## config.mk

```make
export PLATFORM = sky130hd
export DESIGN_NAME = dsa_top
export DESIGN_NICKNAME = d
export VERILOG_FILES = /design/src/rtl/dsa_pkg.sv /design/src/rtl/dsa_scan_if.sv /design/src/rtl/dsa_top.sv /design/src/rtl/dsa_scan.sv
export VERILOG_INCLUDE_DIRS = /design/src /design/src/rtl
export SDC_FILE = /design/constraint.sdc
export NUM_CORES = 1
export LEC_CHECK = 0
export ABC_AREA = 1
export BUFFER_PORTS_ARGS = -buffer_cell sky130_fd_sc_hd__buf_2
export CORE_ASPECT_RATIO = 0.5
export CORE_MARGIN = 4
export CORE_UTILIZATION = 39
export CTS_BUF_LIST = sky130_fd_sc_hd__clkbuf_8
export CTS_CLUSTER_SIZE = 10
export DETAILED_ROUTE_END_ITERATION = 8
export SLEW_MARGIN = 20
export SYNTH_ARGS = -nofsm -noshare
export SYNTH_HDL_FRONTEND = slang
export SYNTH_SLANG_ARGS = --single-unit
```

## constraint.sdc

```tcl
create_clock -name hclk -period 4.8 [get_ports hclk]
set_input_delay 0.24 -clock hclk [delete_from_list [all_inputs] [get_ports hclk]]
set_output_delay 0.24 -clock hclk [all_outputs]
set_load 0.02 [all_outputs]
```

## src/rtl/dsa_defines.svh

```systemverilog
// Constants of the dual-slope converter sequencer: offsets, fields,
// reset values and timing counts.
// Assumes a 100 MHz hclk; included by bare name.
`ifndef DSA_DEFINES_SVH
`define DSA_DEFINES_SVH

// ==========================================================
// Timing
`define DSA_CLK_NS 10
`define DSA_TRIG_NS 300
`define DSA_TRIG_CYC ((`DSA_TRIG_NS + `DSA_CLK_NS - 1) / `DSA_CLK_NS)
`define DSA_SI_CYC 10001
`define DSA_PERIOD_CYC 40002
`define DSA_ZI_OR_CYC 6200
`define DSA_ZI_MIN 8'h64
`define DSA_ZI_MAX 8'hC8
`define DSA_DIG_LAST 8'hC7
`define DSA_STB_POS 8'h65
`define DSA_FS_BCD 20'h20000
`define DSA_UR_BCD 20'h01800

// ==========================================================
// Register offsets
`define DSA_OFF_CTRL 8'h00
`define DSA_OFF_ZILEN 8'h04
`define DSA_OFF_STATUS 8'h08
`define DSA_OFF_RESULT 8'h0C

// ==========================================================
// Fields and reset values
`define DSA_CTRL_EN 0
`define DSA_ST_BUSY 0
`define DSA_ST_POL 1
`define DSA_ST_OVER 2
`define DSA_ST_UNDER 3
`define DSA_ST_PH_LO 4
`define DSA_ST_HOLD 6
`define DSA_CTRL_RST 1'b1
`define DSA_ZILEN_RST 8'h96

`endif

```

## src/rtl/dsa_pkg.sv

```systemverilog
// Types shared by the converter sequencer and its digit scanner.
// Assumes nothing beyond a SystemVerilog tool.
package dsa_pkg;
  typedef enum logic [1:0] {
    DSA_AZ,
    DSA_SI,
    DSA_DE,
    DSA_ZI
  } dsa_phase_t;
  typedef logic [3:0] dsa_digit_t;
  typedef dsa_digit_t [4:0] dsa_val_t;
endpackage : dsa_pkg

```

## src/rtl/dsa_scan_if.sv

```systemverilog
// Carrier between the sequencer core and the digit scanner.
// Assumes both ends run on the same hclk.
interface dsa_scan_if;
  logic start_pass;
  logic de_start;
  logic ovr;
  dsa_pkg::dsa_val_t value;
  logic [4:0] dsel;
  logic [3:0] bcd;
  logic stb;
  modport ctl (
    output start_pass,
    output de_start,
    output ovr,
    output value,
    input dsel,
    input bcd,
    input stb
  );
  modport scan (
    input start_pass,
    input de_start,
    input ovr,
    input value,
    output dsel,
    output bcd,
    output stb
  );
endinterface : dsa_scan_if

```

## src/rtl/dsa_top.sv

```systemverilog
// Dual-slope converter sequencer: phase control, BCD result counter,
// status flags, run/hold handling and an AHB-Lite register slave.
// Assumes the comparator inputs are synchronous to hclk and that the
// analog switches follow the phase outputs directly.
`include "dsa_defines.svh"

module dsa_top #(
  parameter logic [15:0] SI_CYC = 16'(`DSA_SI_CYC),
  parameter logic [15:0] PERIOD_CYC = 16'(`DSA_PERIOD_CYC),
  parameter logic [15:0] ZI_OR_CYC = 16'(`DSA_ZI_OR_CYC),
  parameter logic [19:0] FS_BCD = `DSA_FS_BCD
) (
  input wire logic hclk,
  input wire logic hresetn,
  input wire logic hsel,
  input wire logic [31:0] haddr,
  input wire logic [1:0] htrans,
  input wire logic hwrite,
  input wire logic [2:0] hsize,
  input wire logic [31:0] hwdata,
  input wire logic hready,
  output logic [31:0] hrdata,
  output logic hreadyout,
  output logic hresp,
  input wire logic run_hold,
  input wire logic cmp_zero,
  input wire logic cmp_sign,
  output logic az_sw,
  output logic si_sw,
  output logic de_sw,
  output logic zi_sw,
  output logic ref_neg,
  output logic busy,
  output logic polarity,
  output logic over_range,
  output logic under_range,
  output logic [4:0] digit_select_lines,
  output logic [3:0] bcd_value_lines,
  output logic strobe_n
);
  localparam logic [5:0] TRIG_CYC = 6'(`DSA_TRIG_CYC);

  dsa_pkg::dsa_phase_t phase_q;
  dsa_pkg::dsa_phase_t phase_d;
  logic [15:0] ph_q;
  logic [15:0] cnt_q;
  logic [19:0] acc_q;
  logic [19:0] res_q;
  logic sign_q;
  logic pol_q;
  logic busy_q;
  logic over_q;
  logic under_q;
  logic ovr_pend_q;
  logic hold_q;
  logic trig_q;
  logic [5:0] hi_q;
  logic pass_q;
  logic en_q;
  logic [7:0] zi_len_q;
  logic wr_q;
  logic [7:0] waddr_q;
  logic [31:0] rdata_q;

  // ========================================================
  // Helpers
  function automatic logic [19:0] bcd_inc(input logic [19:0] v);
    logic [19:0] r;
    logic c;
    r = v;
    c = 1'b1;
    for (int i = 0; i < 5; i++) begin
      if (c) begin
        if (r[i*4 +: 4] == 4'h9) begin
          r[i*4 +: 4] = 4'h0;
        end else begin
          r[i*4 +: 4] = r[i*4 +: 4] + 4'h1;
          c = 1'b0;
        end
      end
    end
    bcd_inc = r;
  endfunction : bcd_inc

  function automatic logic [7:0] zi_clamp(input logic [7:0] v);
    if (v < `DSA_ZI_MIN) begin
      zi_clamp = `DSA_ZI_MIN;
    end else if (v > `DSA_ZI_MAX) begin
      zi_clamp = `DSA_ZI_MAX;
    end else begin
      zi_clamp = v;
    end
  endfunction : zi_clamp

  // ========================================================
  // Sequencer events
  wire in_az = (phase_q == dsa_pkg::DSA_AZ);
  wire in_si = (phase_q == dsa_pkg::DSA_SI);
  wire in_de = (phase_q == dsa_pkg::DSA_DE);
  wire in_zi = (phase_q == dsa_pkg::DSA_ZI);
  wire period_done = (cnt_q == PERIOD_CYC - 16'h0001);
  wire start_ok = en_q && (!hold_q || trig_q);
  wire go_si = in_az && period_done && start_ok;
  wire si_end = in_si && (ph_q == SI_CYC - 16'h0001);
  wire de_first = in_de && (ph_q == 16'h0000);
  wire de_cnt = in_de && !de_first;
  wire zc = de_cnt && cmp_zero;
  wire [19:0] acc_inc = bcd_inc(acc_q);
  wire ovf = de_cnt && !cmp_zero && (acc_inc == FS_BCD);
  wire [15:0] zi_len = ovr_pend_q ? ZI_OR_CYC : {8'h00, zi_len_q};
  wire zi_end = in_zi && (ph_q == zi_len - 16'h0001);
  wire phase_chg = go_si || si_end || zc || ovf || zi_end;
  wire trig_hit = hold_q && run_hold && (hi_q == TRIG_CYC);

  // ========================================================
  // Phase order
  always_comb begin
    phase_d = phase_q;
    case (phase_q)
      dsa_pkg::DSA_AZ: begin
        if (go_si) begin
          phase_d = dsa_pkg::DSA_SI;
        end
      end
      dsa_pkg::DSA_SI: begin
        if (si_end) begin
          phase_d = dsa_pkg::DSA_DE;
        end
      end
      dsa_pkg::DSA_DE: begin
        if (zc || ovf) begin
          phase_d = dsa_pkg::DSA_ZI;
        end
      end
      dsa_pkg::DSA_ZI: begin
        if (zi_end) begin
          phase_d = dsa_pkg::DSA_AZ;
        end
      end
      default: begin
        phase_d = dsa_pkg::DSA_AZ;
      end
    endcase
  end

  always_ff @(posedge hclk or negedge hresetn) begin
    if (!hresetn) begin
      phase_q <= dsa_pkg::DSA_AZ;
      ph_q <= 16'h0000;
    end else begin
      phase_q <= phase_d;
      ph_q <= phase_chg ? 16'h0000 : ph_q + 16'h0001;
    end
  end

  always_ff @(posedge hclk or negedge hresetn) begin
    if (!hresetn) begin
      cnt_q <= 16'h0000;
    end else if (go_si) begin
      cnt_q <= 16'h0000;
    end else if (!period_done) begin
      cnt_q <= cnt_q + 16'h0001;
    end
  end

  // ========================================================
  // Result counter
  always_ff @(posedge hclk or negedge hresetn) begin
    if (!hresetn) begin
      acc_q <= 20'h00000;
    end else if (si_end) begin
      acc_q <= 20'h00000;
    end else if (de_cnt && !cmp_zero) begin
      acc_q <= acc_inc;
    end
  end

  always_ff @(posedge hclk or negedge hresetn) begin
    if (!hresetn) begin
      res_q <= 20'h00000;
      pass_q <= 1'b0;
    end else begin
      if (zi_end) begin
        res_q <= acc_q;
      end
      pass_q <= zi_end;
    end
  end

  // ========================================================
  // Sign and status flags
  always_ff @(posedge hclk or negedge hresetn) begin
    if (!hresetn) begin
      sign_q <= 1'b0;
      pol_q <= 1'b0;
    end else if (si_end) begin
      sign_q <= cmp_sign;
      pol_q <= cmp_sign;
    end
  end

  always_ff @(posedge hclk or negedge hresetn) begin
    if (!hresetn) begin
      busy_q <= 1'b0;
    end else if (go_si) begin
      busy_q <= 1'b1;
    end else if (zc || (zi_end && ovr_pend_q)) begin
      busy_q <= 1'b0;
    end
  end

  always_ff @(posedge hclk or negedge hresetn) begin
    if (!hresetn) begin
      over_q <= 1'b0;
      ovr_pend_q <= 1'b0;
    end else begin
      if (zi_end && ovr_pend_q) begin
        over_q <= 1'b1;
      end else if (si_end) begin
        over_q <= 1'b0;
      end
      if (ovf) begin
        ovr_pend_q <= 1'b1;
      end else if (zi_end) begin
        ovr_pend_q <= 1'b0;
      end
    end
  end

  always_ff @(posedge hclk or negedge hresetn) begin
    if (!hresetn) begin
      under_q <= 1'b0;
    end else if (zc && (acc_q <= `DSA_UR_BCD)) begin
      under_q <= 1'b1;
    end else if (go_si) begin
      under_q <= 1'b0;
    end
  end

  // ========================================================
  // Run and hold
  always_ff @(posedge hclk or negedge hresetn) begin
    if (!hresetn) begin
      hold_q <= 1'b0;
    end else if (zi_end) begin
      hold_q <= !run_hold;
    end
  end

  always_ff @(posedge hclk or negedge hresetn) begin
    if (!hresetn) begin
      hi_q <= 6'h00;
      trig_q <= 1'b0;
    end else begin
      if (!hold_q || !run_hold) begin
        hi_q <= 6'h00;
      end else if (hi_q != TRIG_CYC) begin
        hi_q <= hi_q + 6'h01;
      end
      if (trig_hit) begin
        trig_q <= 1'b1;
      end else if (go_si || !hold_q) begin
        trig_q <= 1'b0;
      end
    end
  end

  // ========================================================
  // Digit scanner
  dsa_scan_if u_if ();

  assign u_if.start_pass = pass_q;
  assign u_if.de_start = si_end;
  assign u_if.ovr = over_q;
  assign u_if.value = res_q;

  dsa_scan u_scan (
    .hclk(hclk),
    .hresetn(hresetn),
    .sif(u_if)
  );

  // ========================================================
  // AHB-Lite slave, zero wait states
  wire ap = hsel && htrans[1] && hready;
  wire [7:0] ra = haddr[7:0];
  logic [31:0] rmux;

  always_comb begin
    rmux = 32'h00000000;
    case (ra)
      `DSA_OFF_CTRL: rmux[`DSA_CTRL_EN] = en_q;
      `DSA_OFF_ZILEN: rmux[7:0] = zi_len_q;
      `DSA_OFF_STATUS: begin
        rmux[`DSA_ST_BUSY] = busy_q;
        rmux[`DSA_ST_POL] = pol_q;
        rmux[`DSA_ST_OVER] = over_q;
        rmux[`DSA_ST_UNDER] = under_q;
        rmux[`DSA_ST_PH_LO +: 2] = phase_q;
        rmux[`DSA_ST_HOLD] = hold_q;
      end
      `DSA_OFF_RESULT: rmux[19:0] = res_q;
      default: rmux = 32'h00000000;
    endcase
  end

  always_ff @(posedge hclk or negedge hresetn) begin
    if (!hresetn) begin
      wr_q <= 1'b0;
      waddr_q <= 8'h00;
      rdata_q <= 32'h00000000;
    end else begin
      wr_q <= ap && hwrite;
      if (ap) begin
        waddr_q <= ra;
      end
      if (ap && !hwrite) begin
        rdata_q <= rmux;
      end
    end
  end

  always_ff @(posedge hclk or negedge hresetn) begin
    if (!hresetn) begin
      en_q <= `DSA_CTRL_RST;
      zi_len_q <= `DSA_ZILEN_RST;
    end else if (wr_q) begin
      if (waddr_q == `DSA_OFF_CTRL) begin
        en_q <= hwdata[`DSA_CTRL_EN];
      end
      if (waddr_q == `DSA_OFF_ZILEN) begin
        zi_len_q <= zi_clamp(hwdata[7:0]);
      end
    end
  end

  assign hrdata = rdata_q;
  assign hreadyout = 1'b1;
  assign hresp = 1'b0;

  // ========================================================
  // Analog switch controls and outputs
  // auto-zero switches
  assign az_sw = in_az;
  assign si_sw = in_si;
  assign de_sw = in_de;
  assign ref_neg = sign_q;
  assign zi_sw = in_zi;
  assign busy = busy_q;
  assign polarity = pol_q;
  assign over_range = over_q;
  assign under_range = under_q;
  assign digit_select_lines = u_if.dsel;
  assign bcd_value_lines = u_if.bcd;
  // The latch pulse must be half a clock wide, so it is gated by
  // the low half of hclk; it falls mid-cycle and rises on the edge.
  assign strobe_n = ~(u_if.stb & ~hclk);
endmodule : dsa_top

```

## src/rtl/dsa_scan.sv

```systemverilog
// Digit scanner: one strobed pass after each finished cycle, then
// continuous scanning, blanked after an over-range.
// Assumes start_pass and de_start are one-cycle pulses on hclk.
`include "dsa_defines.svh"

module dsa_scan (
  input wire logic hclk,
  input wire logic hresetn,
  dsa_scan_if.scan sif
);
  logic [2:0] dig_q;
  logic [7:0] s_q;
  logic first_q;
  logic pass_q;
  logic blank_q;
  logic [4:0] dsel_q;
  logic [3:0] bcd_q;
  logic stb_q;

  function automatic logic [4:0] onehot(input logic [2:0] d);
    onehot = 5'h01 << d;
  endfunction : onehot

  wire [7:0] last = first_q ? `DSA_ZI_MAX : `DSA_DIG_LAST;
  wire slot_end = (s_q == last);

  // ========================================================
  // Scan sequencing
  always_ff @(posedge hclk or negedge hresetn) begin
    if (!hresetn) begin
      dig_q <= 3'h4;
      s_q <= 8'h00;
      first_q <= 1'b0;
      pass_q <= 1'b0;
      blank_q <= 1'b0;
    end else if (sif.start_pass) begin
      dig_q <= 3'h4;
      s_q <= 8'h00;
      first_q <= 1'b1;
      pass_q <= 1'b1;
      blank_q <= 1'b0;
    end else if (sif.de_start && blank_q) begin
      dig_q <= 3'h4;
      s_q <= 8'h00;
      blank_q <= 1'b0;
    end else if (!blank_q) begin
      if (slot_end) begin
        s_q <= 8'h00;
        first_q <= 1'b0;
        if (dig_q == 3'h0) begin
          dig_q <= 3'h4;
          pass_q <= 1'b0;
          blank_q <= pass_q && sif.ovr;
        end else begin
          dig_q <= dig_q - 3'h1;
        end
      end else begin
        s_q <= s_q + 8'h01;
      end
    end
  end

  // ========================================================
  // Registered outputs
  always_ff @(posedge hclk or negedge hresetn) begin
    if (!hresetn) begin
      dsel_q <= 5'h00;
      bcd_q <= 4'h0;
      stb_q <= 1'b0;
    end else begin
      dsel_q <= blank_q ? 5'h00 : onehot(dig_q);
      bcd_q <= blank_q ? 4'h0 : sif.value[dig_q];
      stb_q <= pass_q && !blank_q && (s_q == `DSA_STB_POS);
    end
  end

  assign sif.dsel = dsel_q;
  assign sif.bcd = bcd_q;
  assign sif.stb = stb_q;
endmodule : dsa_scan

```

==> flow_metrics.py, run 1 <==
metrics = {
    "critical_path": {
        "crit_family": "buffers and inverters",
        "reg2regPathDepth": 11,
        "crit_type": "clock port to output port",
        "regToRegStartpoint": "phase_q[0]",
        "worstSetupStartpointType": "clock port",
        "cp_num_buf_inv": 4,
        "crit_fanout": 16,
        "crit_top_cell": "clkbuf_8",
        "r2r_slack_ns": 1.81,
        "slowest_stage": "clkbuf_8",
        "worstPathCellList": "clkbuf_8 > clkbuf_8 > inv_1 > nand2_1 > buf_2",
        "startpoint": "hclk",
        "cpPeakStageDelay_ns": 0.20,
        "cp-end-kind": "output port",
        "crit_required_ns": 4.56,
        "worstPathArrival_ns": 3.05,
        "worstReg2RegEnd": "phase_q[1]",
    },
    "logic_synthesis": {
        "synth_cells": 1030,
        "ys_seq_elements": 150,
        "synth_area_um2": 8080,
        "avgSynthCellArea_um2": 7.84,
        "yosysWarnings": 0,
        "async_reset_ff_share_pct": 100,
        "synth-edff-count": 0,
        "synth_area_leader_cell": "dfrtp_1",
        "ys_seq_area_share_pct": 46.6,
        "ys.flop_type": "dfrtp_1",
        "yosys.cell_types.count": 47,
        "synth_area_leaders": "dfrtp_1, nand2_1, inv_1",
        "yosys.area.top_type_share_pct": 44.6,
    },
    "routing": {
        "wl_mm": 19.7,
        "drt_iter0_drc": 489,
        "drtAntennaViolNets": 0,
        "wl_per_cell_um": 14.3,
        "vias_per_cell": 4.98,
        "first_pass_iters": 7,
        "drc": 0,
        "via_count": 6852,
    },
    "grt": {
        "grt.overflow.total": 0,
        "grt_max_degree": 67,
        "grt_pass1_wl_mm": 33.2,
        "antenna_found_initial": 0,
        "grt_pass1_vias": 6614,
        "track_usage_pct": 17.8,
    },
    "power_and_ir_drop": {
        "cellLeakagePower_nw": 4.43,
        "pwr-share-seq_pct": 51.9,
        "internal-power_mw": 1.90,
        "powerDensity_nw_per_um2": 280,
        "combPwrFrac_pct": 5.0,
        "switching_share_pct": 25.1,
        "irDropWorstVdd_mv": 0.132,
        "power_frac_clock_pct": 43.1,
        "power_switching_mw": 0.639,
    },
    "timing": {
        "finalHoldViolations": 0,
        "timing.final.ws_setup_ns": 1.51,
        "setup_viol": 0,
        "finalMaxSlewViolations": 0,
        "fin_skew_ns": 0.0110,
        "relSlewSlack_pct": 49.1,
        "setup-tns-final_ns": 0,
        "rsz0062_at_grt": "false",
        "tightest_slew_ns": 0.762,
    },
    "flow_run": {
        "cap_viol_max_count": 0,
    },
    "layout": {
        "finalNetCount": 1193,
        "final.fill_count": 1978,
        "fin_area_um2": 9080,
        "final_common_cell": "nand2_1",
        "layout_common_cells": "nand2_1, inv_1, dfrtp_1",
        "seqCellArea_um2": 3760,
        "antenna_cells": 0,
        "layout-drive-gt1-share_pct": 11.4,
        "syn_to_final_growth_pct": 12.4,
        "fin_util_pct": 45.6,
        "multi_input_area_um2": 3580,
    },
    "floorplan": {
        "die_area_um2": 23200,
        "die_h_um": 110,
        "core_um2": 19900,
        "die_x_um": 212,
        "start_util_pct": 40.6,
        "io_pins": 130,
        "rows": 36,
    },
    "min_path": {
        "min_from": "haddr[0]",
        "hold_class": "input pin to flip-flop",
        "hold_path_depth": 2,
        "hold_end": "waddr_q[0]",
    },
    "clock_network": {
        "root_buffer": "clkbuf_8",
        "cts_resized": 0,
        "insertion_delay_ns": 0.46,
        "clock_path_buffers": 2,
        "cts_max_level": 4,
        "cts_tree": "done",
        "clkTransAtPathRegs_ns": 0.08,
        "cts_made_buffers": 17,
    },
    "placement": {
        "place_ws_ns": 1.90,
        "gp_congestion": 0.902,
        "dpl.hpwl_mm": 14.8,
        "placed_area_um2": 8590,
        "port_buffers": 63,
    },
    "status": {
        "outcome": "complete, no violations",
    },
}
-- worst max path at each step --
stage | endpoint | slack (ns) | cells past startpoint
2_1_floorplan | strobe_n | 2.01 | 2
5_1_grt | strobe_n | 1.46 | 5
3_5_place_dp | phase_q[1] | 1.90 | 11
4_1_cts | strobe_n | 1.48 | 5
3_3_place_gp | ph_q[8] | 1.91 | 15
6_report | strobe_n | 1.51 | 5
-- synthesized netlist by cell type, drive strengths merged, types with 2 or more instances --
master    n
conb      2
nand2   236
buf      22
o32ai     2
nor3     15
nor4     12
nor2    123
nand3b    2
xor2     26
nand3    68
ha       18
a31oi     5
a21oi    19
or2       2
o22ai    25
a221oi    9
a32o      5
nand4    23
dfrtp   144
inv     152
mux2      2
dfstp     6
clkbuf   12
o21ai    89
a211oi    3
-- layout make-up --
cell class | instances | share of cell area, %
Inverter | 152 | 6.28
Clock buffer | 18 | 2.63
Clock inverter | 16 | 2.27
Sequential cell | 150 | 41.4
Multi-Input combinational cell | 705 | 39.4
Timing Repair Buffer | 70 | 4.31
Tap cell | 266 | 3.66
-- cells by family after synthesis --
kind of cell	share of synthesized area, %
flip-flops	46.6
other	0.0930
AND/OR/NAND/NOR	25.9
AO/OA/AOI/OAI	11.6
buffers and inverters	9.66
multiplexers	0.403
adder cells (fa/ha/maj)	2.79
XOR/XNOR	2.93
-- per-stage QoR --
step | power [mW] | hold slack [ns] | std cells
final | 2.54 | 0.0420 | 1377
after global routing | 2.66 | 0.00267 | 1377
after CTS | 2.57 | 0.00732 | 1377
after detailed placement | 1.47 | 0.281 | 1339
after global placement | 1.47 | 0.277 | 1339
after floorplan | 1.42 | -0.0556 | 1042
-- per-layer routing --
layer | part of all wire, % | GRT usage (%) | vias to the layer above | routed length (um)
met1 | 50 | 25.0 | 3240 | 9860
met4 | 1.4 | 4.92 | 0 | 278
li1 | - | - | 3472 | -
met5 | 0 | 0 | - | 0
met3 | 4.2 | 3.59 | 22 | 831
met2 | 44 | 28.1 | 118 | 8710
-- repair_timing --
item                                   in CTS  in global routing
endpoints found under the hold margin      69                  0
buffers inserted                            0                  0
hold buffers                                6                  0
-- power groups by stage --
stage | registers, mW | clock network (mW) | logic (mW)
4_1_cts | 1.32 | 1.12 | 0.130
2_1_floorplan | 1.34 | 0.00314 | 0.0762
3_3_place_gp | 1.34 | 0.00314 | 0.124
6_report | 1.32 | 1.10 | 0.128
5_1_grt | 1.33 | 1.19 | 0.147
3_5_place_dp | 1.34 | 0.00314 | 0.126
-- flip-flops by register name (all words and copies together) (netlist names), 2 cells and up --
register / flops
phase_q: 2
u_scan.s_q: 8
u_scan.sif.dsel: 5
hi_q: 6
waddr_q: 8
hrdata: 20
acc_q: 20
cnt_q: 16
u_scan.dig_q: 3
zi_len_q: 8
res_q: 20
u_scan.sif.bcd: 4
ph_q: 16
(Power assumes the default switching activity.)
==> inputs of run 2 (changes only) <==
- clock period: 4.8 -> 2.7 ns (I/O delays scaled with it)
==> run 2 against run 1 <==
  * Critical endpoint is now phase_q[1]
  * Combinational power increased by 92%
  * Clock skew increased by 0.0051 ns
  * Via count rose by 3.2%
  * Largest cell class unchanged
  * Sequential cell count unchanged
==> flow_metrics.py, run 2 (same netlist as run 1, synthesis figures left out) <==
metrics = {
    "status": {
        "outcome": "complete, no violations",
    },
    "placement": {
        "place_ws_ns": 0.384,
        "dpl.hpwl_mm": 15.1,
        "gp_congestion": 0.891,
        "placed_area_um2": 8690,
        "port_buffers": 63,
    },
    "clock_network": {
        "cts_max_level": 4,
        "cts_tree": "done",
        "insertion_delay_ns": 0.46,
        "cts_made_buffers": 17,
        "clkTransAtPathRegs_ns": 0.08,
        "clock_path_buffers": 2,
        "root_buffer": "clkbuf_8",
    },
    "floorplan": {
        "die_h_um": 110,
        "io_pins": 130,
        "core_um2": 19900,
        "die_area_um2": 23200,
        "start_util_pct": 40.6,
        "die_x_um": 212,
        "rows": 36,
    },
    "routing": {
        "routed.top_layer": "met4",
        "met1_length_mm": 9.73,
        "drc": 0,
        "dr_wl_met3_um": 795,
        "drtAntennaViolNets": 0,
        "wl_per_cell_um": 14.3,
        "via_count": 7070,
        "first_pass_iters": 5,
        "wl_met2_mm": 9.23,
        "wl_mm": 20.1,
        "vias_per_cell": 5.05,
        "drt_iter0_drc": 538,
    },
    "timing": {
        "relSlewSlack_pct": 52.8,
        "post-route-period-util_pct": 88.3,
        "setup_viol": 0,
        "timing.final.ws_setup_ns": 0.317,
        "fmax_mhz": 420,
        "rsz0062_at_grt": "false",
        "fin_skew_ns": 0.0161,
        "tightest_slew_ns": 0.702,
        "finalHoldViolations": 0,
        "finalMaxSlewViolations": 0,
        "setup-tns-final_ns": 0,
        "min_period_ns": 2.38,
    },
    "power_and_ir_drop": {
        "irDropWorstVdd_mv": 0.216,
        "power_frac_clock_pct": 42.0,
        "internal-power_mw": 3.37,
        "switching_share_pct": 24.6,
        "combPwrFrac_pct": 5.5,
        "cellLeakagePower_nw": 4.53,
        "power_switching_mw": 1.10,
        "powerDensity_nw_per_um2": 480,
        "pwr-share-seq_pct": 52.5,
    },
    "grt": {
        "track_usage_pct": 18.2,
        "grt.overflow.total": 0,
        "antenna_found_initial": 0,
        "grt_pass1_vias": 6861,
        "grt_pass1_wl_mm": 33.8,
        "grt_max_degree": 68,
    },
    "layout": {
        "antenna_cells": 0,
        "layout_common_cells": "nand2_1, inv_1, dfrtp_1",
        "finalNetCount": 1217,
        "fin_area_um2": 9310,
        "final_common_cell": "nand2_1",
        "fin_util_pct": 46.7,
        "layout-drive-gt1-share_pct": 12.3,
        "syn_to_final_growth_pct": 15.2,
    },
    "critical_path": {
        "regToRegStartpoint": "ovr_pend_q",
        "startpoint": "ovr_pend_q",
        "worstPathArrival_ns": 2.73,
        "worstSetupStartpointType": "flip-flop",
        "crit_required_ns": 3.05,
        "reg2regPathDepth": 14,
        "crit_fanout": 6,
        "crit_type": "flip-flop to flip-flop",
        "cp-end-kind": "flip-flop",
    },
    "flow_run": {
        "cap_viol_max_count": 0,
    },
    "min_path": {
        "hold_class": "input pin to flip-flop",
        "hold_path_depth": 3,
        "min_from": "haddr[2]",
    },
}
-- run 2: layer usage --
metal  global-route usage [%]  vias to the layer above
met5                        0                        -
met4                     5.05                        0
met3                     3.76                       24
met2                     29.4                      140
met1                     25.0                     3384
li1                         -                     3522
-- run 2: final timing paths --
kind                                   end  slack, ns
max in group asynchronous        res_q[16]       1.68
worst min-delay path            waddr_q[2]       0.02
min in group asynchronous         cnt_q[8]       0.20
worst min register to register  hrdata[13]       0.49
worst max register to register  phase_q[1]       0.32
worst max-delay path            phase_q[1]       0.32
-- run 2: layout make-up --
cell class              instances  area, um^2
clock buffers                  21         280
clock inverters                12         149
fillers                      1983       10600
inverters                     152         571
multi-input cells             705        3580
flip-flops and latches        150        3760
well taps                     266         333
repair buffers                 94         629
-- run 2: what timing repair did --
action                    in CTS  in global routing
resized for setup              0                  0
buffers inserted               0                  0
hold buffers                  19                  0
hold endpoints to repair      78                  0
-- run 2: worst max-delay path, cell delays in order (launching register included) --
cell and delay [ns]:
dfrtp_1 0.45, inv_2 0.08, nand2_1 0.11, ha_1 0.28
nand3_1 0.16, nor2_1 0.16, nand2_1 0.07, nand3_1 0.10
nand2_1 0.07, nor3_2 0.27, nand2_1 0.10, a21oi_1 0.22
nand2_1 0.10, nand2_1 0.07, nand2_1 0.05
-- run 2: through the flow --
step	cells	hold WS [ns]	power [mW]
3_5_place_dp	1350	0.144	2.62
2_1_floorplan	1042	-0.161	2.52
3_3_place_gp	1350	0.142	2.62
6_report	1400	0.0237	4.47
4_1_cts	1400	0.00375	4.52
5_1_grt	1400	0.0267	4.69
-- run 2: power groups by stage --
stage,Clock (mW),Sequential (mW),Combinational [mW]
6_report,1.87,2.35,0.246
2_1_floorplan,0.00558,2.38,0.136
3_5_place_dp,0.00558,2.39,0.228
4_1_cts,1.92,2.35,0.249
5_1_grt,2.05,2.36,0.284
3_3_place_gp,0.00558,2.39,0.223
==> inputs of run 3 (changes only) <==
- clock period: 2.7 -> 3 ns (I/O delays scaled with it)
==> run 3 against run 2 <==
  * Fmax decreased by 12%
  * Clock power down 10%
  * Non-clock buffer count shrank 4
  * Clock skew is 0.0011 ns higher
  * Sequential power decreased by 10%
  * Sequential share of layout area grew 0.11 points
  * Total power decreased by 10%
  * Largest power group unchanged
  * Combinational power is 11% lower
  * Cell count decreased by 0.14%
  * Via count barely moved
==> flow_metrics.py, run 3 (same netlist as run 1, synthesis figures left out) <==
metrics = {
    "power_and_ir_drop": {
        "irDropWorstVdd_mv": 0.220,
        "internal-power_mw": 2.96,
        "power_switching_mw": 1.05,
        "switching_share_pct": 26.2,
        "power_frac_clock_pct": 41.8,
        "powerDensity_nw_per_um2": 432,
        "cellLeakagePower_nw": 4.52,
        "pwr-share-seq_pct": 52.7,
        "combPwrFrac_pct": 5.5,
    },
    "critical_path": {
        "worstPathArrival_ns": 3.06,
        "cp-end-kind": "flip-flop",
        "crit_fanout": 13,
        "worstSetupStartpointType": "flip-flop",
        "crit_type": "flip-flop to flip-flop",
        "crit_required_ns": 3.34,
    },
    "clock_network": {
        "cts_made_buffers": 17,
        "cts_max_level": 4,
        "clkTransAtPathRegs_ns": 0.10,
        "root_buffer": "clkbuf_8",
        "insertion_delay_ns": 0.47,
        "clock_path_buffers": 2,
        "cts_tree": "done",
        "cts_setup_buffers": 0,
    },
    "routing": {
        "vias_per_cell": 5.06,
        "drc": 0,
        "drtAntennaViolNets": 0,
        "first_pass_iters": 6,
        "wl_mm": 20.5,
        "wl_per_cell_um": 14.7,
        "drt_iter0_drc": 445,
        "via_count": 7067,
    },
    "timing": {
        "hold_ws_ns": 0.0274,
        "finalHoldViolations": 0,
        "setup_viol": 0,
        "fmax_mhz": 368,
        "tightest_slew_ns": 0.611,
        "min_period_ns": 2.72,
        "fin_skew_ns": 0.0172,
        "post-route-period-util_pct": 90.6,
        "finalMaxSlewViolations": 0,
        "relSlewSlack_pct": 59.3,
        "setup-tns-final_ns": 0,
        "rsz0062_at_grt": "false",
    },
    "layout": {
        "final.fill_count": 1959,
        "finalNetCount": 1214,
        "final_common_cell": "nand2_1",
        "syn_to_final_growth_pct": 14.9,
        "layout_common_cells": "nand2_1, inv_1, dfrtp_1",
        "antenna_cells": 0,
        "fin_cells": 1398,
        "fin_util_pct": 46.6,
        "layout-drive-gt1-share_pct": 12.2,
    },
    "flow_run": {
        "cap_viol_max_count": 0,
    },
    "grt": {
        "grt_pass1_wl_mm": 33.6,
        "grt_max_degree": 65,
        "grt_pass1_vias": 6720,
        "track_usage_pct": 18.1,
        "grt.overflow.total": 0,
        "antenna_found_initial": 0,
    },
    "floorplan": {
        "rows": 36,
        "start_util_pct": 40.6,
        "die_x_um": 212,
        "die_h_um": 110,
        "die_area_um2": 23200,
        "io_pins": 130,
        "core_um2": 19900,
    },
    "min_path": {
        "hold_class": "input pin to flip-flop",
    },
    "placement": {
        "dp.cells": 1347,
        "port_buffers": 63,
        "gp_congestion": 0.913,
        "dpl.hpwl_mm": 15.2,
    },
    "status": {
        "outcome": "complete, no violations",
    },
}
## run 3: final timing paths
path                              endpoint  slack [ns]  cells after the start       start
max reg2reg                      res_q[13]        0.28                     16  ovr_pend_q
min reg2reg                      hrdata[8]        0.49                      2   hrdata[8]
min                             waddr_q[2]        0.03                      3    haddr[2]
min in group asynchronous         cnt_q[7]        0.22                      2     hresetn
max in group asynchronous  u_scan.dig_q[2]        1.93                      3     hresetn
max                              res_q[13]        0.28                     16  ovr_pend_q
## run 3: area by class of cell
cell class / count / area [um^2] / share of cell area, %
Tap cell: 266 / 333 / 3.59
Clock inverter: 14 / 161 / 1.74
Multi-Input combinational cell: 706 / 3600 / 38.8
Inverter: 152 / 571 / 6.15
Sequential cell: 150 / 3760 / 40.5
Timing Repair Buffer: 90 / 584 / 6.30
Clock buffer: 20 / 267 / 2.87
## run 3: repair_timing
action,in CTS,in global routing
endpoints found under the setup margin,0,3
hold buffers,18,0
endpoints found under the hold margin,81,0
gates resized for setup,0,2
## run 3: per-stage QoR
stage | area (um^2) | setup WS (ns) | power, mW
6_report | 9280 | 0.281 | 4.01
3_3_place_gp | 8660 | 0.323 | 2.36
5_1_grt | 9280 | 0.0457 | 4.18
3_5_place_dp | 8660 | 0.272 | 2.36
4_1_cts | 9260 | 0.251 | 4.05
2_1_floorplan | 8120 | 0.834 | 2.27
## run 3: layer usage
| metal | track usage, % | vias up | wire length, um |
|---|---|---|---|
| met4 | 5.56 | 0 | 385 |
| met2 | 29.1 | 180 | 9350 |
| li1 | - | 3528 | - |
| met1 | 24.9 | 3326 | 9790 |
| met5 | 0 | - | 0 |
| met3 | 3.65 | 33 | 977 |
## run 3: power groups by stage
| stage | clock network (mW) | registers [mW] | logic [mW] |
|---|---|---|---|
| detailed placement | 0.00502 | 2.15 | 0.205 |
| CTS | 1.71 | 2.11 | 0.223 |
| global placement | 0.00502 | 2.15 | 0.201 |
| finish | 1.68 | 2.11 | 0.220 |
| floorplan | 0.00502 | 2.14 | 0.122 |
| global route | 1.81 | 2.12 | 0.254 |
## run 3: worst max-delay path: stages, from the launching register on
cell	delay [ns]
dfrtp_1	0.45
inv_2	0.23
nand2_1	0.14
ha_1	0.28
nand2_1	0.12
nand2_1	0.06
nand2_1	0.05
nand2_1	0.05
nor2_1	0.11
nand2_1	0.06
nor2_1	0.11
nand3_1	0.14
nor2_4	0.20
nand3_4	0.22
buf_4	0.25
nand2_1	0.06
o21ai_1	0.06
